## src/pkg/vcs_consts.vh

```
// Notes on behaviour
// (RL1) Calibration clock is phase-detector ticks divided by the two-bit divide setting.
// (RL2) First request bit set plus update strobe starts a calibration.
// (RL3) Later calibrations start on a low-to-high change of the applied request.
// (RL4) Completion flag reads one once calibration has finished.
// (RL5) Calibration lasts 4400 calibration clock cycles.
// (RL6) Output sync held during calibration, released at its end.
// (RL7) Loop closed after adjustment and sync release.
// (RL8) Software must not set the VCO divider static during calibration.
// (RL9) Software supplies a stable reference and PLL setup before calibration.
// (RL10) Auto-load at power-up triggers a calibration after loading.
// (RL11) Rewriting PLL registers never starts a calibration by itself.
// (RL12) Software keeps the calibration clock below 6.25 MHz.
// (RL13) Software picks divide values recommended for the phase-detector rate.
// (RL14) Software recalibrates after divider or reference frequency changes.
// (RL15) Zero-delay field 01b selects internal, 11b selects external feedback.
// (RL16) Internal mode routes channel divider zero into the N divider.
// (RL17) Channel dividers one to three feed back only in external mode.
// (RL18) Feedback select field, default zero, names the feedback channel divider.
// (RL19) External mode passes the looped-back clock input to the N divider.
// (RL20) Three monitors flag references or VCO/clock input below threshold.
// (RL21) One bit picks normal or extended reference monitor thresholds.
// (RL22) Completion flag reads zero from calibration start until it finishes.
`ifndef VCS_CONSTS_VH
`define VCS_CONSTS_VH
`define VCS_CAL_CYCLES   13'h1130
`define VCS_ZD_INTERNAL  2'h1
`define VCS_ZD_EXTERNAL  2'h3
`define VCS_FB_DEFAULT   2'h0
`define VCS_CALDIV_RESET 2'h3
`define VCS_ST_IDLE      2'h0
`define VCS_ST_CAL       2'h1
`define VCS_ST_CLOSE     2'h2
`endif

```

## src/hdl/vcs_sync2.v

```verilog
`timescale 1ns/1ps
module vcs_sync2 #(
  parameter W = 1
) (
  // Clock and reset
  input  wire         core_clk,
  input  wire         rstn,
  input  wire         clk_en,
  // Data
  input  wire [W-1:0] d,
  output wire [W-1:0] q
);
  reg [W-1:0] s1_r;
  reg [W-1:0] s2_r;
  always @(posedge core_clk or negedge rstn) begin
    if (!rstn) begin
      s1_r <= {W{1'b0}};
      s2_r <= {W{1'b0}};
    end else if (clk_en) begin
      s1_r <= d;
      s2_r <= s1_r;
    end
  end
  assign q = s2_r;
endmodule

```

## src/hdl/vcs_cal_div.v

```verilog
`timescale 1ns/1ps
`include "vcs_consts.vh"
module vcs_cal_div (
  // Clock and reset
  input  wire       core_clk,
  input  wire       rstn,
  input  wire       clk_en,
  // Control
  input  wire       run,
  input  wire [1:0] cal_div,
  input  wire       pd_tick,
  // Calibration clock tick
  output wire       cal_tick
);
  reg  [3:0] cnt_r;
  wire [3:0] lim;
  // Divide by 2, 4, 8 or 16
  assign lim = (4'h2 << cal_div) - 4'h1;
  assign cal_tick = run & pd_tick & (cnt_r == lim); // RL1
  always @(posedge core_clk or negedge rstn) begin
    if (!rstn) begin
      cnt_r <= 4'h0;
    end else if (clk_en) begin
      if (!run) begin
        cnt_r <= 4'h0;
      end else if (pd_tick) begin
        cnt_r <= (cnt_r == lim) ? 4'h0 : cnt_r + 4'h1; // RL1
      end
    end
  end
endmodule

```

## src/hdl/vcs_top.v

```verilog
`timescale 1ns/1ps
`include "vcs_consts.vh"
module vcs_top #(
  parameter CAL_CYCLES = `VCS_CAL_CYCLES
) (
  // Clock and reset
  input  wire       core_clk,
  input  wire       rstn,
  input  wire       clk_en,
  // Software configuration
  input  wire       cal_req,
  input  wire [1:0] cal_div,
  input  wire       io_update,
  input  wire [1:0] zd_mode,
  input  wire [1:0] fb_sel,
  input  wire       mon_ext_thresh,
  // Power-up auto-load
  input  wire       autoload_done,
  input  wire       autoload_cal_en,
  // Phase-detector tick (asynchronous)
  input  wire       phase_detector_edge,
  // Monitor raw comparators (asynchronous)
  input  wire       ref1_slow_norm,
  input  wire       ref1_slow_ext,
  input  wire       ref2_slow_norm,
  input  wire       ref2_slow_ext,
  input  wire       vco_slow,
  input  wire       clkin_slow,
  input  wire       clkin_selected,
  // Status and control outputs
  output reg        cal_done_r,
  output reg        cal_busy_r,
  output reg        out_sync_r,
  output reg        loop_close_r,
  output reg        fb_from_chan_r,
  output reg        fb_from_clkin_r,
  output reg  [1:0] feedback_select_mux_r,
  output reg        n_input_mux_r,
  output reg        ref1_low_r,
  output reg        ref2_low_r,
  output reg        vco_low_r
);
  reg  [1:0]  st_r;
  reg  [1:0]  st_nxt;
  reg         req_app_r;
  reg         req_seen_r;
  reg         pd_prev_r;
  reg         al_prev_r;
  reg  [12:0] cnt_r;
  reg  [1:0]  div_app_r;
  wire        pd_s;
  wire        al_s;
  wire [5:0]  mon_s;
  wire        pd_tick;
  wire        cal_tick;
  wire        start;
  wire        man_start;
  wire        auto_start;

  vcs_sync2 #(.W(2)) u_sync_ev (
    .core_clk (core_clk),
    .rstn     (rstn),
    .clk_en   (clk_en),
    .d        ({phase_detector_edge, autoload_done}),
    .q        ({pd_s, al_s})
  );

  vcs_sync2 #(.W(6)) u_sync_mon (
    .core_clk (core_clk),
    .rstn     (rstn),
    .clk_en   (clk_en),
    .d        ({ref1_slow_norm, ref1_slow_ext, ref2_slow_norm, ref2_slow_ext,
                vco_slow, clkin_slow}),
    .q        (mon_s)
  );

  vcs_cal_div u_div (
    .core_clk (core_clk),
    .rstn     (rstn),
    .clk_en   (clk_en),
    .run      (st_r == `VCS_ST_CAL),
    .cal_div  (div_app_r),
    .pd_tick  (pd_tick),
    .cal_tick (cal_tick)
  );

  assign pd_tick    = pd_s & ~pd_prev_r;
  // Manual start only on applied request rising edge; PLL register writes do not
  assign man_start  = io_update & cal_req & ~req_app_r; // RL2 RL3 RL11
  assign auto_start = al_s & ~al_prev_r & autoload_cal_en & ~req_seen_r; // RL10
  assign start      = (man_start | auto_start) & (st_r == `VCS_ST_IDLE);

  always @* begin
    st_nxt = st_r;
    case (st_r)
      `VCS_ST_IDLE: begin
        if (start) st_nxt = `VCS_ST_CAL;
      end
      `VCS_ST_CAL: begin
        if (cal_tick && cnt_r == CAL_CYCLES - 13'h1) st_nxt = `VCS_ST_CLOSE; // RL5
      end
      `VCS_ST_CLOSE: begin
        st_nxt = `VCS_ST_IDLE;
      end
      default: begin
        st_nxt = `VCS_ST_IDLE;
      end
    endcase
  end

  always @(posedge core_clk or negedge rstn) begin
    if (!rstn) begin
      st_r            <= `VCS_ST_IDLE;
      req_app_r       <= 1'b0;
      req_seen_r      <= 1'b0;
      pd_prev_r       <= 1'b0;
      al_prev_r       <= 1'b0;
      cnt_r           <= 13'h0000;
      div_app_r       <= `VCS_CALDIV_RESET;
      cal_done_r      <= 1'b0;
      cal_busy_r      <= 1'b0;
      out_sync_r      <= 1'b0;
      loop_close_r    <= 1'b1;
    end else if (clk_en) begin
      st_r      <= st_nxt;
      pd_prev_r <= pd_s;
      al_prev_r <= al_s;
      if (io_update) begin
        req_app_r <= cal_req; // RL3
        if (cal_req) req_seen_r <= 1'b1;
        if (st_r == `VCS_ST_IDLE) div_app_r <= cal_div; // RL1
      end
      if (start) begin
        cnt_r        <= 13'h0000;
        cal_done_r   <= 1'b0; // RL22
        cal_busy_r   <= 1'b1;
        out_sync_r   <= 1'b1; // RL6
        loop_close_r <= 1'b0;
      end else if (st_r == `VCS_ST_CAL && cal_tick) begin
        cnt_r <= cnt_r + 13'h0001; // RL5
        if (st_nxt == `VCS_ST_CLOSE) begin
          out_sync_r <= 1'b0; // RL6
          cal_busy_r <= 1'b0;
          cal_done_r <= 1'b1; // RL4
        end
      end else if (st_r == `VCS_ST_CLOSE) begin
        loop_close_r <= 1'b1; // RL7
      end
    end
  end

  // Feedback routing and monitors
  always @(posedge core_clk or negedge rstn) begin
    if (!rstn) begin
      fb_from_chan_r        <= 1'b0;
      fb_from_clkin_r       <= 1'b0;
      feedback_select_mux_r <= `VCS_FB_DEFAULT;
      n_input_mux_r         <= 1'b0;
      ref1_low_r            <= 1'b0;
      ref2_low_r            <= 1'b0;
      vco_low_r             <= 1'b0;
    end else if (clk_en) begin
      fb_from_chan_r  <= (zd_mode == `VCS_ZD_INTERNAL); // RL15 RL16
      fb_from_clkin_r <= (zd_mode == `VCS_ZD_EXTERNAL); // RL15 RL19
      n_input_mux_r   <= (zd_mode == `VCS_ZD_INTERNAL) | (zd_mode == `VCS_ZD_EXTERNAL);
      feedback_select_mux_r <= (zd_mode == `VCS_ZD_EXTERNAL) ? fb_sel
                                                              : `VCS_FB_DEFAULT; // RL17 RL18
      ref1_low_r <= mon_ext_thresh ? mon_s[4] : mon_s[5]; // RL20 RL21
      ref2_low_r <= mon_ext_thresh ? mon_s[2] : mon_s[3]; // RL20 RL21
      vco_low_r  <= clkin_selected ? mon_s[0] : mon_s[1]; // RL20
    end
  end
endmodule

```

## config.mk

```make
export PLATFORM = sky130hd
export DESIGN_NAME = vcs_top
export DESIGN_NICKNAME = d
export VERILOG_FILES = /design/src/hdl/vcs_sync2.v /design/src/hdl/vcs_cal_div.v /design/src/hdl/vcs_top.v
export VERILOG_INCLUDE_DIRS = /design/src /design/src/pkg
export SDC_FILE = /design/constraint.sdc
export NUM_CORES = 1
export LEC_CHECK = 0
export BUFFER_PORTS_ARGS = -buffer_cell sky130_fd_sc_hd__buf_2
export CORE_MARGIN = 5
export CORE_UTILIZATION = 55
export CTS_CLUSTER_DIAMETER = 100
export DETAILED_ROUTE_END_ITERATION = 8
export HOLD_SLACK_MARGIN = 0.1
export PLACE_DENSITY = 0.77
export SLEW_MARGIN = 20
export SYNTH_ARGS = -nofsm -noshare
export SYNTH_HDL_FRONTEND = slang
export SYNTH_HIERARCHICAL = 1
export SYNTH_SLANG_ARGS = --single-unit
```

## constraint.sdc

```tcl
create_clock -name core_clk -period 5.15 [get_ports core_clk]
set_input_delay 0.515 -clock core_clk [delete_from_list [all_inputs] [get_ports core_clk]]
set_output_delay 0.515 -clock core_clk [all_outputs]
set_load 0.02 [all_outputs]
```

==> results of run 1 <==
==> layer usage <==
metal	part of all wire, %	GRT usage (%)
met5	0	0
met4	0.84	3.15
met3	3.6	3.43
met2	48	21.9
met1	48	21.3
==> layout by cell type (no fill, tap or decap), types with 4 or more instances in the layout <==
master and n:
nand3_1 10, a21oi_1 9, mux2_4 10, xor2_1 4, clkbuf_8 5, mux2_2 12
nand2_1 13, nand4_1 7, o21ai_0 12, xnor2_1 8, nor2_1 14, inv_1 14
dfrtp_1 49, buf_2 33
==> path summary, 6_finish.rpt <==
path | slack (ps) | from | depth (start not counted) | endpoint
worst max-delay path | 2580 | div_app_r[0]$_DFFE_PN1P_ | 8 | cnt_r[11]$_DFFE_PN0P_
worst min-delay path | 320 | rstn | 2 | u_div/cnt_r[1]$_DFFE_PN0P_
worst max register to register | 2580 | div_app_r[0]$_DFFE_PN1P_ | 8 | cnt_r[11]$_DFFE_PN0P_
worst min register to register | 480 | req_seen_r$_DFFE_PN0P_ | 1 | req_seen_r$_DFFE_PN0P_
max in group asynchronous | 4400 | rstn | 2 | cnt_r[2]$_DFFE_PN0P_
min in group core_clk | 440 | ref1_slow_ext | 2 | u_sync_mon/s1_r[4]$_DFFE_PN0P_
==> cells in the mapped netlist, drive strengths merged (4+ instances only) <==
library cell / instances / area, sq um
nand2: 13 / 48.8
nor2: 14 / 52.6
nand3: 10 / 50.1
inv: 14 / 52.6
xor2: 4 / 35.0
mux2: 22 / 285
dfrtp: 49 / 1230
nand4: 7 / 43.8
a21oi: 10 / 53.8
xnor2: 8 / 70.1
o21ai: 12 / 60.1
==> flip-flops by register name (all words and copies together) (netlist names) <==
| name | flops |
|---|---|
| al_prev_r | 1 |
| cal_done_r | 1 |
| cnt_r | 13 |
| div_app_r | 2 |
| fb_from_chan_r | 1 |
| fb_from_clkin_r | 1 |
| feedback_select_mux_r | 2 |
| loop_close_r | 1 |
| n_input_mux_r | 1 |
| out_sync_r | 1 |
| pd_prev_r | 1 |
| ref1_low_r | 1 |
| ref2_low_r | 1 |
| req_app_r | 1 |
| req_seen_r | 1 |
| st_r | 2 |
| u_div/cnt_r | 4 |
| u_sync_ev/q | 2 |
| u_sync_ev/s1_r | 2 |
| u_sync_mon/q | 6 |
| u_sync_mon/s1_r | 6 |
| vco_low_r | 1 |
==> power by group <==
group          leakage, nW  internal [mW]  switching (mW)
Sequential           0.635          0.463          0.0490
Clock               0.0654          0.194           0.123
Combinational        0.545         0.0811          0.0814
==> logic make-up (layout without fill, tap and decap cells) <==
kind of cell,after synthesis,count (layout),synth area share (%)
AOI/OAI and AO/OA,32,32,7.88
xor gates and xnor gates,12,12,4.35
adders and majority gates,2,2,1.04
buffers and inverters,20,56,3.63
DFF,52,52,54.1
muxes,25,25,13.1
and+or+nand+nor,70,70,16.0
==> per-stage QoR <==
stage / utilization [%] / total power, mW / instance area [sq um] / setup WS, ps / hold slack [ps]
5_1_grt: 64.0 / 1.05 / 2750 / 2370 / 371
2_1_floorplan: - / 0.628 / 2410 / 2750 / 219
3_3_place_gp: 60.9 / 0.675 / 2620 / 2480 / 456
3_5_place_dp: 60.9 / 0.684 / 2620 / 2410 / 458
4_1_cts: 64.0 / 1.00 / 2750 / 2570 / 344
6_report: 64.0 / 0.991 / 2750 / 2580 / 315
==> layout make-up <==
class / instances / area, sq um / share of cell area (%)
repair buffers: 34 / 173 / 6.28
clock inverters: 2 / 60.1 / 2.18
inverters: 14 / 52.6 / 1.91
well taps: 52 / 65.1 / 2.37
flip-flops and latches: 52 / 1310 / 47.5
clock buffers: 6 / 72.6 / 2.64
multi-input cells: 141 / 1020 / 37.1
==> flow_summary.toml, run 1 <==
[routing]
vias = 1633
drcViolationCount = 0
drt-initial-drc-count = 47
first_pass_iters = 4
vias_per_cell = 5.43
ant_nets = 0
drt_wl_total_microns = 4060
drt-wirelength-per-cell_microns = 13.5

[pwr]
power-per-cell-area_mw_per_mm2 = 360
vdd_drop_max_v = 0.000260
leakage_nw = 1.24

[cells_and_area]
syn_to_final_growth_pct = 13.9
fillCellCount = 335
finalNonFillerCells = 301
layout.nets = 272
drive_gt1_share_pct = 28.5
diodes = 0

[timing]
hold_viol = 0
max_freq_ghz = 0.390
rsz0062_at_grt = "no"
slew_violations = 0
final.min_clock_period_ps = 2570
setup_viol = 0
final.setup.tns_ps = 0
worstMarginPinSlew_ps = 987
slew-limit-headroom_pct = 34.1
skew_ps = 8.44
period_share_pct = 49.8

[job]
maxCapViolCount = 0

[yosys]
syn_nets = 237
synth_edf_count = 0
synth_cell_types = 44
async_flop_share_pct = 100
synth-seq-area-share_pct = 54.1
yosysWarnings = 6
syn-cell-area_sq_mm = 0.00241
ys_ff_latch = 52
synthFlopType = "dfrtp_1"
synth_cells = 213
synth_area_per_cell_sq_um = 11.3

[global_route]
antenna_found_initial = 0
grt.total_usage_pct = 14.5
grt_overflow = 0
grt_first_pass_wirelength_microns = 7100
grt_start_max_net_pins = 53
grt_pass1_vias = 1517

[clocking]
cts_hold_buf = 0
cts.sinks = 52
cts_root_buf = "clkbuf_8"
clock_latency_ps = 290
htreeDepth = 2
cts_tree = "done"
cts_buffers = 5
clock_path_buffers = 2
cts_setup_buffers = 0
cts_resized = 0
clkTransAtPathRegs_ps = 90

[floorplanning]
core_area_sq_mm = 0.00429
io_pins = 34
rows = 24
initial_core_util_pct = 56.2
die_h_microns = 76.2
dieArea_sq_mm = 0.00581
die_w_microns = 76.2

[worst_setup_path]
crit_type = "flip-flop to flip-flop"
critPathMaxStageDelay_ps = 560
critPathArrivalTime_ps = 2790
crit_slowest_cell = "dfstp_2"
critical-path-top-delay-family = "simple AND/OR/NAND/NOR gates"
cp_cell_sequence = "xor2_1, or4_4, a21oi_2, and2_1, and4b_1, nand2_1, or4_1, a21oi_1"
endpoint_kind = "flip-flop"
path_buf_inv = 0
cp_max_fo = 6
required_ps = 5370
worstSetupStartpointType = "flip-flop"

[worst_hold_path]
hold_path.class = "input pin to async pin"

[placement]
finalWeightedCongestion = 0.756
place_hpwl_microns = 2870
io_buffer_count = 33
placed_cells = 293

[outcome]
status = "completed"
Note: power is estimated with default switching activity, not from simulation.
==> run 2, diff against run 1 <==
--- a/config.mk
+++ b/config.mk
@@ -8,11 +8,11 @@
 export LEC_CHECK = 0
 export BUFFER_PORTS_ARGS = -buffer_cell sky130_fd_sc_hd__buf_2
 export CORE_MARGIN = 5
-export CORE_UTILIZATION = 55
+export CORE_UTILIZATION = 51
 export CTS_CLUSTER_DIAMETER = 100
 export DETAILED_ROUTE_END_ITERATION = 8
 export HOLD_SLACK_MARGIN = 0.1
-export PLACE_DENSITY = 0.77
+export PLACE_DENSITY = 0.75
 export SLEW_MARGIN = 20
 export SYNTH_ARGS = -nofsm -noshare
 export SYNTH_HDL_FRONTEND = slang
==> constraint.sdc (replaced) <==
create_clock -name core_clk -period 2.2 [get_ports core_clk]
set_input_delay 0.22 -clock core_clk [delete_from_list [all_inputs] [get_ports core_clk]]
set_output_delay 0.22 -clock core_clk [all_outputs]
set_load 0.02 [all_outputs]
==> run 2 against run 1 <==
Hold slack lost 180 ps. Critical path type unchanged. Wire length rose by 16%. The run now ends with negative setup slack left. Critical endpoint is now cnt_r[12]$_DFFE_PN0P_. Combinational power increased to 3.0 times the previous value. Via count up 6.4%.
==> flow_summary.toml, run 2 (synthesized netlist as in run 1, its figures left out) <==
[floorplanning]
io_pins = 34
rows = 25
initial_core_util_pct = 51.8
die_w_microns = 78.8
dieArea_sq_mm = 0.00621
die_h_microns = 78.8
core_area_sq_mm = 0.00466

[routing]
drcViolationCount = 0
vias = 1737
drt-initial-drc-count = 114
drt_wl_total_microns = 4710
ant_nets = 0
first_pass_iters = 4
vias_per_cell = 5.39
drt-wirelength-per-cell_microns = 14.6

[worst_setup_path]
crit_slowest_cell = "dfstp_2"
crit_type = "flip-flop to flip-flop"
required_ps = 2400
critPathMaxStageDelay_ps = 550
cp_cell_sequence = "xor2_1, or4_4, a21oi_4, and2_4, nand4b_1, buf_6, nor4_2, xnor2_1, nor2_1"
cp_max_fo = 5
rrSetupSlack_ps = -210
endpoint_kind = "flip-flop"
worstSetupStartpointType = "flip-flop"
critPathArrivalTime_ps = 2610

[pwr]
swShare_pct = 30.0
power-per-cell-area_mw_per_mm2 = 763
p_clk_share_pct = 25.4
vdd_drop_max_v = 0.000605
p_int_mw = 1.58
combPwrFrac_pct = 22.0
pwr-share-seq_pct = 52.6
leakage_nw = 1.39
switchingPower_mw = 0.676

[clocking]
cts_buffers = 5
clock_latency_ps = 310
clkTransAtPathRegs_ps = 100
cts.sinks = 52
clock_path_buffers = 2
htreeDepth = 2
cts_tree = "done"
cts_root_buf = "clkbuf_8"

[timing]
final.min_clock_period_ps = 2410
hold_viol = 0
postLayoutSetupSlackWorst_ps = -212
max_freq_ghz = 0.415
period_share_pct = 110
slew_violations = 0
worstMarginPinSlew_ps = 639
rsz0062_at_grt = "yes"
skew_ps = 4.46
slew-limit-headroom_pct = 57.4
setup_viol = 8
holdWs_ps = 134

[cells_and_area]
layout.nets = 291
drive_gt1_share_pct = 36.2
largest_register_ff_count = 13
syn_to_final_growth_pct = 22.2
final_cell_mix = "49 x dfrtp_1, 33 x buf_2, 16 x buf_4"
regMostFlops = "cnt_r"
utilization_pct = 63.3
layout_commonest_cell = "dfrtp_1"
fillCellCount = 372
diodes = 0

[placement]
io_buffer_count = 33
finalWeightedCongestion = 0.786
place_hpwl_microns = 3130

[global_route]
grt.busiest_layer = "met2"
gr-usage-met1_pct = 21.2
grt.total_usage_pct = 16.0
grt_start_max_net_pins = 53
met2_usage_pct = 25.1
grt_overflow = 0
grt_pass1_vias = 1733
antenna_found_initial = 0
grtUsageMet3_pct = 4.88
grt_first_pass_wirelength_microns = 7860

[outcome]
status = "finished with violations"
failed_checks = "negative setup slack"

[worst_hold_path]
hold_path.class = "input pin to flip-flop"

[job]
maxCapViolCount = 0
-- run 2: cell types whose count changed in the layout (fill, tap and decap cells not counted), moves of 2 or more --
cell,before,now
buf_4,1,16
buf_6,0,3
bufinv_16,2,0
nor3_1,3,1
nor3_4,0,2
nor4_1,3,0
nor4_4,0,2
-- run 2: layout make-up --
class / instances / area, sq um / share of cell area, %
Sequential cell: 52 / 1310 / 44.2
Timing Repair Buffer: 53 / 329 / 11.2
Inverter: 14 / 52.6 / 1.78
Clock inverter: 3 / 27.5 / 0.933
Clock buffer: 5 / 68.8 / 2.33
Multi-Input combinational cell: 141 / 1100 / 37.3
Tap cell: 54 / 67.6 / 2.29
-- run 2: worst paths after layout --
check | start | end | depth (start not counted)
hold / removal | ref1_slow_ext | u_sync_mon/s1_r[4]$_DFFE_PN0P_ | 2
max in group asynchronous | rstn | cnt_r[9]$_DFFE_PN0P_ | 3
min in group asynchronous | rstn | cnt_r[2]$_DFFE_PN0P_ | 3
hold reg to reg | req_seen_r$_DFFE_PN0P_ | req_seen_r$_DFFE_PN0P_ | 1
setup / recovery | div_app_r[0]$_DFFE_PN1P_ | cnt_r[12]$_DFFE_PN0P_ | 9
setup reg to reg | div_app_r[0]$_DFFE_PN1P_ | cnt_r[12]$_DFFE_PN0P_ | 9
-- run 2: power by group through the flow --
stage | clock [mW] | combinational [mW] | sequential (mW)
global route | 0.638 | 0.553 | 1.20
global placement | 0 | 0.448 | 1.19
CTS | 0.594 | 0.473 | 1.18
floorplan | 0 | 0.256 | 1.22
detailed placement | 0 | 0.465 | 1.20
finish | 0.573 | 0.495 | 1.18
-- run 2: layer usage --
layer | up-vias | part of all wire, %
li1 | 858 | -
met1 | 843 | 47
met2 | 29 | 47
met3 | 7 | 4.1
met4 | 0 | 1.5
met5 | - | 0
-- run 2: critical path, delay by kind of cell, from the launching register on --
family / cells / cell delay (ps)
flip-flops: 1 / 550
buffers and inverters: 1 / 210
XOR/XNOR: 2 / 250
AO/OA/AOI/OAI: 1 / 140
AND/OR/NAND/NOR: 5 / 1160
-- run 2: what timing repair did --
item	4_1_cts	5_1_grt
hold endpoints to repair	49	0
gates cloned	1	0
endpoints found under the setup margin	4	13
resized for setup	4	8
buffers inserted	2	3
pin swaps	3	7
hold buffers	1	0
-- run 2: per-stage QoR --
step | cell area, sq um | std cells | power (mW) | worst slack [ps] | TNS, ps
2_1_floorplan | 2440 | 213 | 1.47 | -142 | -554
3_3_place_gp | 2730 | 307 | 1.64 | -62.1 | -62.1
3_5_place_dp | 2730 | 307 | 1.66 | -98.3 | -134
4_1_cts | 2880 | 319 | 2.25 | -127 | -385
5_1_grt | 2950 | 322 | 2.39 | -258 | -1550
6_report | 2950 | 322 | 2.25 | -212 | -856
